## src/design/nvsram_host_pkg.sv

```systemverilog
// constants shared by the nonvolatile sram command host
package nvsram_host_pkg;
    localparam int ADDR_W = 15;
    localparam int DATA_W = 8;
    localparam int KEY_W  = 14;
    localparam logic [KEY_W-1:0] SEQ_A0 = 14'h0E38;
    localparam logic [KEY_W-1:0] SEQ_A1 = 14'h31C7;
    localparam logic [KEY_W-1:0] SEQ_A2 = 14'h03E0;
    localparam logic [KEY_W-1:0] SEQ_A3 = 14'h3C1F;
    localparam logic [KEY_W-1:0] SEQ_A4 = 14'h303F;
    localparam logic [KEY_W-1:0] CMD_RECALL   = 14'h0C63;
    localparam logic [KEY_W-1:0] CMD_STORE    = 14'h0FC0;
    localparam logic [KEY_W-1:0] CMD_AUTO_OFF = 14'h0B45;
    localparam logic [KEY_W-1:0] CMD_AUTO_ON  = 14'h0B46;
    localparam logic [DATA_W-1:0] DATA_ZERO   = 8'h00;
    // bus timing in ns at a 5 ns clock
    localparam int CLK_NS          = 5;
    localparam int STROBE_NS       = 50;
    localparam int RECALL_NS       = 200000;
    localparam int POST_STORE_NS   = 20;
    localparam int STROBE_CYC      = (STROBE_NS + CLK_NS - 1) / CLK_NS;
    localparam int RECALL_CYC      = (RECALL_NS + CLK_NS - 1) / CLK_NS;
    localparam int POST_STORE_CYC  = (POST_STORE_NS + CLK_NS - 1) / CLK_NS;
    localparam int CNT_W = 24;
    // host commands
    typedef enum logic [2:0] {
        OP_READ, OP_WRITE, OP_STORE, OP_RECALL, OP_AUTO_OFF, OP_AUTO_ON
    } op_t;
endpackage

```

## src/design/nvsram_host.sv

```systemverilog
// host controller that drives a nonvolatile sram over its async pins
//
// Behaviour
// - prefix then 0x0C63 read starts recall
// - prefix then 0x0FC0 read starts store
// - prefix then 0x0B45 disables auto store
// - prefix then 0x0B46 re-enables auto store
// - command accesses are chip-select-ended reads
// - write strobe high, six reads consecutive
// - setting change needs following store
// - read and write strobe combinations
// - interleaved access aborts sequence
`timescale 1ns/1ps
`default_nettype none
module nvsram_host
    import nvsram_host_pkg::*;
#(
    parameter int RECALL_CYCLES = RECALL_CYC
) (
    // clock and reset
    input  wire logic                                clock_i,
    input  wire logic                                srst_i,
    // user command port
    input  wire logic                                req_valid_i,
    output logic                                     req_ready_o,
    input  wire nvsram_host_pkg::op_t                req_op_i,
    input  wire logic [nvsram_host_pkg::ADDR_W-1:0]  req_addr_i,
    input  wire logic [nvsram_host_pkg::DATA_W-1:0]  req_wdata_i,
    output logic                                     rsp_valid_o,
    output logic [nvsram_host_pkg::DATA_W-1:0]       rsp_rdata_o,
    output logic                                     rsp_error_o,
    // supply status from outside
    input  wire logic                                supply_low_i,
    // memory pins
    output logic [nvsram_host_pkg::ADDR_W-1:0]       address_lines_o,
    output logic                                     chip_select_n_o,
    output logic                                     write_strobe_n_o,
    output logic                                     output_gate_n_o,
    input  wire logic [nvsram_host_pkg::DATA_W-1:0]  data_i,
    output logic [nvsram_host_pkg::DATA_W-1:0]       data_o,
    output logic                                     data_oe_o,
    input  wire logic                                store_busy_n_i
);
    import nvsram_host_pkg::*;

    typedef enum logic [2:0] {ST_IDLE, ST_STROBE, ST_GAP, ST_BUSY, ST_SETTLE} state_t;

    state_t              state_r;
    op_t                 op_r;
    logic [2:0]          step_r;
    logic [ADDR_W-1:0]   addr_r;
    logic [DATA_W-1:0]   wdata_r;
    logic [DATA_W-1:0]   rdata_r;
    logic                rsp_r;
    logic                err_r;
    logic                busy_s1_r;
    logic                busy_s2_r;
    logic                low_s1_r;
    logic                low_s2_r;
    logic                auto_en_r;
    logic [DATA_W-1:0]   data_s1_r;
    logic [DATA_W-1:0]   data_s2_r;
    logic                tmr_load;
    logic [CNT_W-1:0]    tmr_count;
    logic                tmr_done;

    // pin inputs pass two flops before use
    always_ff @(posedge clock_i) begin
        busy_s1_r <= store_busy_n_i;
        busy_s2_r <= busy_s1_r;
        low_s1_r  <= supply_low_i;
        low_s2_r  <= low_s1_r;
        data_s1_r <= data_i;
        data_s2_r <= data_s1_r;
    end

    // command key for the current step; fixed prefix then the op code
    wire [KEY_W-1:0] cmd_key =
        (op_r == OP_RECALL)   ? CMD_RECALL :
        (op_r == OP_STORE)    ? CMD_STORE :
        (op_r == OP_AUTO_OFF) ? CMD_AUTO_OFF :
        CMD_AUTO_ON;
    wire [KEY_W-1:0] step_key =
        (step_r == 3'd0) ? SEQ_A0 :
        (step_r == 3'd1) ? SEQ_A1 :
        (step_r == 3'd2) ? SEQ_A2 :
        (step_r == 3'd3) ? SEQ_A3 :
        (step_r == 3'd4) ? SEQ_A4 : cmd_key;
    // top address bit is don't-care to the device; drive it low
    wire [ADDR_W-1:0] seq_addr = {1'b0, step_key};
    wire is_cmd   = (op_r != OP_READ) && (op_r != OP_WRITE);
    wire is_write = (op_r == OP_WRITE);
    wire last_step = (step_r == 3'd5);
    wire nv_op    = (op_r == OP_STORE) || (op_r == OP_RECALL);
    // store and write refused while supply is low
    wire blocked  = low_s2_r && ((req_op_i == OP_WRITE) || (req_op_i == OP_STORE));
    wire bus_free = busy_s2_r;
    wire accept   = (state_r == ST_IDLE) && req_valid_i && bus_free;
    wire strobe   = (state_r == ST_STROBE);

    // sequence steps are issued back to back with no other access between
    assign req_ready_o = (state_r == ST_IDLE) && bus_free;

    // timer: strobe width, recall wait, post-busy settle
    assign tmr_load  = (accept && !blocked) || ((state_r == ST_GAP) && tmr_done)
                     || ((state_r == ST_STROBE) && tmr_done)
                     || ((state_r == ST_BUSY) && busy_s2_r);
    assign tmr_count = (state_r == ST_BUSY) ?
                           ((op_r == OP_RECALL) ? CNT_W'(RECALL_CYCLES)
                                                : CNT_W'(POST_STORE_CYC))
                     : CNT_W'(STROBE_CYC);

    nvsram_cycle_timer #(.W(CNT_W)) u_timer (
        .clock_i (clock_i),
        .srst_i  (srst_i),
        .load_i  (tmr_load),
        .count_i (tmr_count),
        .done_o  (tmr_done)
    );

    // main sequencer
    always_ff @(posedge clock_i) begin
        if (srst_i) begin
            state_r   <= ST_IDLE;
            op_r      <= OP_READ;
            step_r    <= 3'd0;
            addr_r    <= '0;
            wdata_r   <= DATA_ZERO;
            rdata_r   <= DATA_ZERO;
            rsp_r     <= 1'b0;
            err_r     <= 1'b0;
            auto_en_r <= 1'b1;
        end else begin
            rsp_r <= 1'b0;
            unique case (state_r)
                ST_IDLE: begin
                    if (accept) begin
                        op_r    <= req_op_i;
                        addr_r  <= req_addr_i;
                        wdata_r <= req_wdata_i;
                        step_r  <= 3'd0;
                        if (blocked) begin
                            rsp_r <= 1'b1;
                            err_r <= 1'b1;
                        end else begin
                            state_r <= ST_STROBE;
                        end
                    end
                end
                ST_STROBE: begin
                    if (tmr_done) begin
                        // sixth command read yields no data
                        if (!is_cmd || !last_step) begin
                            rdata_r <= data_s2_r;
                        end
                        state_r <= ST_GAP;
                    end
                end
                ST_GAP: begin
                    if (tmr_done) begin
                        if (is_cmd && !last_step) begin
                            step_r  <= step_r + 3'd1;
                            state_r <= ST_STROBE;
                        end else if (nv_op) begin
                            state_r <= ST_BUSY;
                        end else begin
                            // setting held only until a store saves it
                            if (op_r == OP_AUTO_OFF) auto_en_r <= 1'b0;
                            if (op_r == OP_AUTO_ON) auto_en_r <= 1'b1;
                            rsp_r   <= 1'b1;
                            err_r   <= 1'b0;
                            state_r <= ST_IDLE;
                        end
                    end
                end
                ST_BUSY: begin
                    // device busy line low during a store; wait for release
                    if (busy_s2_r) begin
                        state_r <= ST_SETTLE;
                    end
                end
                ST_SETTLE: begin
                    if (tmr_done) begin
                        rsp_r   <= 1'b1;
                        err_r   <= 1'b0;
                        state_r <= ST_IDLE;
                    end
                end
            endcase
        end
    end

    // pins: reads end by chip select, write strobe held high for commands
    assign address_lines_o  = is_cmd ? seq_addr : addr_r;
    assign chip_select_n_o  = !strobe;
    assign write_strobe_n_o = !(strobe && is_write);
    assign output_gate_n_o  = !(strobe && !is_write);
    assign data_o           = wdata_r;
    assign data_oe_o        = strobe && is_write;
    assign rsp_valid_o      = rsp_r;
    assign rsp_rdata_o      = rdata_r;
    assign rsp_error_o      = err_r;
endmodule // nvsram_host
`default_nettype wire

```

## src/design/nvsram_cycle_timer.sv

```systemverilog
// down counter that pulses done when a loaded wait expires
`timescale 1ns/1ps
`default_nettype none
module nvsram_cycle_timer #(
    parameter int W = 24
) (
    // clock and reset
    input  wire logic         clock_i,
    input  wire logic         srst_i,
    // load and status
    input  wire logic         load_i,
    input  wire logic [W-1:0] count_i,
    output logic              done_o
);
    logic [W-1:0] cnt_r;
    logic         run_r;
    wire          last = run_r && (cnt_r <= {{(W-1){1'b0}}, 1'b1});
    // count down; done is one cycle at the end
    always_ff @(posedge clock_i) begin
        if (srst_i) begin
            cnt_r <= '0;
            run_r <= 1'b0;
        end else if (load_i) begin
            cnt_r <= count_i;
            run_r <= 1'b1;
        end else if (run_r) begin
            cnt_r <= cnt_r - {{(W-1){1'b0}}, 1'b1};
            run_r <= !last;
        end
    end
    // done is not gated by load: the parent reloads on done, so gating would form a loop
    assign done_o = last;
endmodule // nvsram_cycle_timer
`default_nettype wire

```

## config.mk

```make
export PLATFORM = sky130hd
export DESIGN_NAME = nvsram_host
export DESIGN_NICKNAME = d
export VERILOG_FILES = /design/src/design/nvsram_host_pkg.sv /design/src/design/nvsram_host.sv /design/src/design/nvsram_cycle_timer.sv
export SDC_FILE = /design/constraint.sdc
export NUM_CORES = 1
export LEC_CHECK = 0
export BUFFER_PORTS_ARGS = -buffer_cell sky130_fd_sc_hd__buf_2
export CAP_MARGIN = 20
export CORE_ASPECT_RATIO = 0.5
export CORE_UTILIZATION = 55
export CTS_CLUSTER_SIZE = 30
export DETAILED_ROUTE_END_ITERATION = 16
export PLACE_DENSITY = 0.91
export RECOVER_POWER = 50
export SETUP_SLACK_MARGIN = 0.3
export SLEW_MARGIN = 5
export SYNTH_ARGS = -nofsm -noshare
export SYNTH_HDL_FRONTEND = slang
export SYNTH_SLANG_ARGS = --single-unit
export TNS_END_PERCENT = 30
```

## constraint.sdc

```tcl
create_clock -name clock_i -period 2.9 [get_ports clock_i]
set_input_delay 0.58 -clock clock_i [delete_from_list [all_inputs] [get_ports clock_i]]
set_output_delay 0.58 -clock clock_i [all_outputs]
set_load 0.03 [all_outputs]
```

==> key figures, run 1 <==
Floorplanning
  • Rows: 21
  • Die width: 122 µm
  • I/O pin count: 77
  • Die ar.: roughly 0.0076 mm²
  • Die height: 62.0 µm
  • Initial Utilization: 0.581
  • Placeable Area: 0.00681 mm²

Synth
  • Seq/Total Area, Yosys: 0.440
  • Syn_nets: 530
  • Netlist cell types: 56
  • Yosys top cell by area: dfxtp_1
  • Number of flops mapped to enable cells by yosys: 0
  • Dominant synthesized flop cell: dfxtp_1
  • Top cells by area, synth: dfxtp_1 (44%), nand2_1 (7.8%), a21oi_1 (5.4%)
  • Seq cells post-synth: between 80 and 90
  • Count leader, synth: dfxtp_1
  • Mapped Cells: 484
  • Synth warnings: 0
  • Share of the synthesized area in the top cell type: 0.440
  • Avg Inst Size Synth: between 8 and 9 µm²
  • Ys async rst share: 0
  • Mapped Area: 0.00396 mm²
  • Most common library cells after synthesis: dfxtp_1 (87), nand2_1 (82), nor2_1 (56), a21oi_1 (43), clkbuf_1 (26)

STA
  • Max transition margin: 0.525
  • Slew Viols, Final: 0
  • Final Skew: 0.00510 ns
  • RSZ-0062 raised after global routing: true
  • Setup TNS: 0 ns
  • Worst slew pin tran: 0.702 ns
  • Post-layout min period: 2.64 ns
  • Final setup viols: 0
  • Final Hold Fails: 0
  • Fin crit share: 0.909
  • Fmax: between 0.3 and 0.4 GHz

Job
  • Max capacitance violation total: 0

Clocking
  • CTS buffer count: 9
  • CTS Root Cell: clkbuf_16
  • CTS clk-pin slew, worst paths: about 0.060 ns
  • CTS Hold Buffers Added: 0
  • CTS H-tree depth: 3
  • Clock Sinks: slightly below 90
  • Total setup buffers inserted after CTS: 0
  • Worst skew pair latency: 0.34 ns
  • Max clock buf depth: 2
  • CTS tree: yes

Critical path
  • CP Max Fanout: 14
  • CP peak stage delay: 0.70 ns
  • Worst setup EP type: flop
  • WS Path Type: flop to flop
  • Arrival @ worst endpoint: 2.86 ns
  • Cell chain of the critical path: nor4b_1 -> o211ai_1 -> clkbuf_1 -> nand2_1 -> or3_1 -> buf_4 -> nor2_1
  • Slowest cell on the critical path: nor4b_1
  • Worst Path Required: 3.13 ns
  • Cell family with most CP delay: simple AND/OR/NAND/NOR gates
  • Startpoint Class: flop
  • CP bufs+invs: 2

Status
  • Status: completed

Cells and area
  • Final core area utilization: 0.689
  • Antenna diode count: 0
  • Area Growth Syn to Fin: 18.6%
  • Share of cells above drive strength 1: 0.174
  • Final #Nets: 600

Global route
  • Number of global-route vias before repair: 3208
  • Total global routing overflow: 0
  • GR Util met1: 0.298
  • Busiest grt layer: met2
  • Largest net degree at the start of global routing: 33
  • Met3 Usage GRT: 0.0703
  • Initial antenna violation count: 0
  • GRT Total Usage: 0.248
  • Routing usage on met2: 0.437
  • First-pass GRT wire length: ~15000 µm

Pwr
  • Worst vdd ir: ~380 µV
  • P_leak: 1.85 nW
  • Pwr Density: 934 mW/mm²

Place
  • Placer Congestion: ~0.95
  • Port bufs: 76
  • DPL Wire Length: 6560 µm

Routing
  • Detailed Route Iter0 Violations: 400
  • Post-DRT Antenna Nets: 0
  • Vias/cell: 5.81
  • DR vias: 3783
  • Remaining DRCs: 0
  • Drt pass-1 iters: 7
  • Post-Route WL: roughly 9500 µm
  • Drt wl/cell: 14.6 µm

Worst hold path
  • Hold WC Path Type: flop to flop
power by group:
| part | internal [mW] | total [mW] | switching (mW) |
|---|---|---|---|
| clock | 0.585 | 1.06 | 0.473 |
| combinational | 0.665 | 1.76 | 1.09 |
| sequential | 1.36 | 1.57 | 0.206 |
logic make-up (layout without fill, tap and decap cells):
logic type | after synthesis | count (layout) | synth area share
buffers and inverters | 44 | 119 | 0.0424
adders and majority gates | 7 | 7 | 0.0221
xor gates and xnor gates | 20 | 20 | 0.0443
muxes | 11 | 11 | 0.0285
AOI/OAI and AO/OA | 97 | 97 | 0.153
DFF | 87 | 87 | 0.440
and+or+nand+nor | 218 | 218 | 0.269
cells in the final DEF (no fill, tap or decap), drive strengths merged, types with 3 or more instances in the layout:
cell	n
and4	3
nand3	12
xor2	5
and2	6
buf	66
o21ai	13
nor3b	3
nand4	8
a21oi	43
nor4	13
ha	7
xnor2	15
a31oi	9
dfxtp	87
or4	6
inv	18
nor3	12
a211oi	4
a22oi	3
or2	3
o221a	3
nand2b	4
mux2i	9
o21a	3
o221ai	3
clkinv	3
clkbuf	31
nor2	56
nand2	82
per-layer routing:
| layer | wire, µm | share of wire |
|---|---|---|
| met1 | 4120 | 0.43 |
| met2 | 4620 | 0.49 |
| met3 | 647 | 0.068 |
| met4 | 140 | 0.015 |
| met5 | 0 | 0 |
registers in the layout, indices dropped and copies added (netlist names), 3 cells and up:
signal         count
state_r            3
addr_r            15
data_o             8
data_s1_r          8
u_timer.cnt_r     24
data_s2_r          8
step_r             3
rsp_rdata_o        8
op_r               3
path summary, 6_finish.rpt:
path	startpoint	endpoint	slack, ns	cells after the start
hold reg to reg	data_s1_r[2]$_DFF_P_	data_s2_r[2]$_DFF_P_	0.33	0
setup reg to reg	state_r[1]$_SDFFE_PP0P_	u_timer.cnt_r[23]$_SDFFE_PP0P_	0.26	7
setup / recovery	state_r[1]$_SDFFE_PP0P_	u_timer.cnt_r[23]$_SDFFE_PP0P_	0.26	7
hold / removal	data_s1_r[2]$_DFF_P_	data_s2_r[2]$_DFF_P_	0.33	0
cell type report:
class / count / area (µm²)
fill: 507 / 2110
multi-input combinational: 353 / 2060
sequential: 87 / 1740
timing repair buffer: 87 / 434
clock buffer: 10 / 229
tap: 92 / 115
inverter: 16 / 60.1
clock inverter: 6 / 43.8
stage by stage:
step           worst slack (ns)  hold slack, ns  cells  instance area [µm²]  power, mW
5_1_grt                   0.124           0.327    651                 4690       4.62
2_1_floorplan             0.493           0.310    484                 3960       2.82
4_1_cts                   0.261           0.328    651                 4710       4.33
3_3_place_gp              0.441           0.310    635                 4430       3.22
3_5_place_dp              0.375           0.313    635                 4430       3.26
6_report                  0.263           0.325    651                 4690       4.38
repair_timing:
item	in CTS	in global routing
endpoints found under the hold margin	0	0
setup endpoints to repair	2	24
resized for setup	3	5
pin swaps	1	0
No activity file was read; power rests on OpenSTA's default activity.
==> run 2, diff against run 1 <==
--- a/config.mk
+++ b/config.mk
@@ -11,6 +11,7 @@
 export CORE_UTILIZATION = 55
 export CTS_CLUSTER_SIZE = 30
 export DETAILED_ROUTE_END_ITERATION = 16
+export MAX_ROUTING_LAYER = met4
 export PLACE_DENSITY = 0.91
 export RECOVER_POWER = 50
 export SETUP_SLACK_MARGIN = 0.3
==> run 2 against run 1 <==
Global-route usage increased by 2.7 points; core utilization is 1.4 points higher; flip-flop and latch count is the same; sequential share of layout area down 0.73 points; routed wire length increased by 5.0%; non-clock buffer count increased by 2; final cell count up 0.31%; register-to-register slack gained 0.17 ns; maximum frequency grew 3.2%.
==> key figures, run 2 (same netlist as run 1, synthesis figures left out) <==
Critical path
  • WS Path Type: flop to output port
  • CP bufs+invs: 2 (unchanged)
  • Arrival @ worst endpoint: 1.98 ns (-0.88 ns)
  • Setup slack, reg-to-reg: 0.43 ns (+0.17 ns)
  • Slowest cell on the critical path: o21ai_0
  • CP peak stage delay: 0.41 ns (-0.29 ns)
  • CP Max Fanout: 5 (-9)
  • R2R Path Start: u_timer.cnt_r[19]$_SDFFE_PP0P_
  • Cell chain of the critical path: inv_1 -> ha_1 -> nor2b_1 -> nor3b_1 -> o21ai_0 -> o21a_1 -> buf_2
  • Worst R2R End: state_r[0]$_SDFFE_PP0P_
  • Cell family with most CP delay: compound AO/OA/AOI/OAI gates
  • Worst setup EP type: output port
  • Worst reg2reg path depth: 5 (-2)
  • Startpoint Class: flop
  • Worst Path Required: 2.32 ns (-0.81 ns)

Worst hold path
  • Worst Hold Endpoint: data_s2_r[5]$_DFF_P_
  • Hold WC Path Type: flop to flop
  • Worst hold stages: 0 (unchanged)
  • Min-delay src: data_s1_r[5]$_DFF_P_

Cells and area
  • Most frequent cells in the layout: dfxtp_1 (85), nand2_1 (81), buf_2 (56)
  • Largest Register: u_timer.cnt_r
  • Commonest non-fill, non-tap cell in the layout: dfxtp_1
  • Final #Nets: 602 (+0.33%)
  • Largest regs: u_timer.cnt_r x24, addr_r x15
  • Area Growth Syn to Fin: 20.9%
  • Share of cells above drive strength 1: 0.191 (+0.0172)
  • Largest register FFs: 24 (unchanged)
  • Final instance area: 0.00478 mm² (+2.0%)
  • Antenna diode count: 0 (unchanged)
  • # fillers: 489 (-3.6%)

Routing
  • Post-Route WL: 10000 µm (+5.0%)
  • DR vias: 3849 (+1.7%)
  • Drt pass-1 iters: 5 (-2)
  • Vias/cell: 5.89 (+1.4%)
  • Detailed Route Iter0 Violations: 513 (+28%)
  • Remaining DRCs: 0 (unchanged)
  • Post-DRT Antenna Nets: 0 (unchanged)
  • Drt wl/cell: 15.3 µm (+4.7%)

Global route
  • Initial antenna violation count: 0 (unchanged)
  • Total global routing overflow: 0 (unchanged)
  • Largest net degree at the start of global routing: 34 (+3.0%)
  • GRT Total Usage: 0.275 (+0.0269)
  • First-pass GRT wire length: 15100 µm (+3.9%)
  • Number of global-route vias before repair: 3246 (+1.2%)

Pwr
  • Worst vdd ir: 495 µV (+31%)
  • P_leak: 1.90 nW (+2.5%)
  • Clock power share: 0.271 (+0.030)
  • Pwr Density: 969 mW/mm² (+3.7%)
  • Net switching power: 1.84 mW (+3.8%)
  • Register share of total power: 0.339 (-0.018)
  • Comb pwr share: 0.391 (-0.010)
  • Internal power: 2.80 mW (+7.2%)
  • Sw frac: 0.397 (-0.00770)

Place
  • Placed cell area: 0.00443 mm² (unchanged)
  • DPL Wire Length: 6440 µm (-1.9%)
  • Placer Congestion: 0.948 (+0.30%)
  • Port bufs: 76 (unchanged)

STA
  • Worst slew pin tran: 0.673 ns (-0.0295 ns)
  • Final setup viols: 0 (unchanged)
  • Fmax: 0.391 GHz (+3.2%)
  • Fin crit share: 0.881 (-0.0278)
  • Slew Viols, Final: 0 (unchanged)
  • Final Hold Fails: 0 (unchanged)
  • RSZ-0062 raised after global routing: true
  • Final Skew: 0.00583 ns (+0.000726 ns)
  • Max transition margin: 0.545 (+0.0199)
  • Post-layout min period: 2.56 ns (-0.0806 ns)
  • Setup TNS: 0 ns (unchanged)

Floorplanning
  • I/O pin count: 77 (unchanged)
  • Rows: 21 (unchanged)
  • Placeable Area: 0.00681 mm² (unchanged)
  • Die width: 122 µm (unchanged)
  • Die ar.: 0.00756 mm² (unchanged)
  • Initial Utilization: 0.581 (unchanged)
  • Die height: 62.0 µm (unchanged)

Clocking
  • CTS clk-pin slew, worst paths: 0.06 ns (about the same)
  • Max clock buf depth: 2 (unchanged)
  • Worst skew pair latency: 0.34 ns (about the same)
  • CTS H-tree depth: 3 (unchanged)
  • CTS tree: yes
  • CTS Root Cell: clkbuf_16
  • CTS buffer count: 9 (unchanged)
  • Clock Sinks: 87 (unchanged)

Status
  • Status: completed

Job
  • Max capacitance violation total: 0 (unchanged)
==> run 2: cell types whose count changed in the layout (fill, tap and decap cells not counted), sizes merged <==
| cell | change |
|---|---|
| inv | +1 |
| bufinv | +2 |
| buf | +3 |
| clkbuf | -2 |
| clkinv | -1 |
| clkinvlp | -1 |
==> run 2: cell type report <==
cell class | instances | area [µm²] | area share
clock buffers | 9 | 225 | 0.0471
repair buffers | 89 | 458 | 0.0957
well taps | 92 | 115 | 0.0241
inverters | 16 | 60.1 | 0.0126
flip-flops and latches | 87 | 1740 | 0.365
multi-input cells | 353 | 2080 | 0.434
clock inverters | 7 | 104 | 0.0217
==> run 2: layer usage <==
layer | vias up | part of all wire | track usage
li1 | 1834 | - | -
met1 | 1765 | 0.41 | 0.305
met2 | 211 | 0.48 | 0.467
met3 | 39 | 0.086 | 0.0903
met4 | 0 | 0.024 | 0.122
met5 | - | 0 | -
==> run 2: how the worst max path moves through the flow <==
stage | slack (ns) | endpoint | from | cells after the start
floorplan | 0.49 | address_lines_o[0] | step_r[0]$_SDFFE_PP0P_ | 8
global placement | 0.46 | step_r[1]$_SDFFE_PP0P_ | u_timer.cnt_r[19]$_SDFFE_PP0P_ | 5
detailed placement | 0.37 | step_r[1]$_SDFFE_PP0P_ | u_timer.cnt_r[19]$_SDFFE_PP0P_ | 5
CTS | 0.23 | address_lines_o[0] | step_r[0]$_SDFFE_PP0P_ | 8
global route | 0.22 | address_lines_o[0] | step_r[1]$_SDFFE_PP0P_ | 8
finish | 0.34 | address_lines_o[6] | step_r[0]$_SDFFE_PP0P_ | 7
==> run 2: power by group through the flow <==
stage | registers [mW] | logic, mW | clock network, mW
4_1_cts | 1.55 | 1.74 | 1.27
6_report | 1.57 | 1.81 | 1.26
5_1_grt | 1.59 | 1.95 | 1.32
3_5_place_dp | 1.58 | 1.68 | 0
2_1_floorplan | 1.53 | 1.29 | 0
3_3_place_gp | 1.57 | 1.66 | 0
==> run 2: through the flow <==
| step | total power, mW | hold slack (ns) | utilization | instances | setup WS, ns |
|---|---|---|---|---|---|
| 4_1_cts | 4.57 | 0.325 | 0.701 | 651 | 0.233 |
| 6_report | 4.64 | 0.328 | 0.703 | 653 | 0.344 |
| 5_1_grt | 4.86 | 0.322 | 0.703 | 653 | 0.216 |
| 3_5_place_dp | 3.26 | 0.312 | 0.651 | 635 | 0.372 |
| 3_3_place_gp | 3.22 | 0.310 | 0.651 | 635 | 0.460 |
| 2_1_floorplan | 2.82 | 0.310 | - | 484 | 0.493 |
==> run 2: timing repair <==
| action | in CTS | in global routing |
|---|---|---|
| endpoints found under the setup margin | 2 | 16 |
| gates resized for setup | 2 | 11 |
| buffers inserted | 0 | 2 |
| pin swaps | 0 | 2 |
| hold buffers | 0 | 0 |
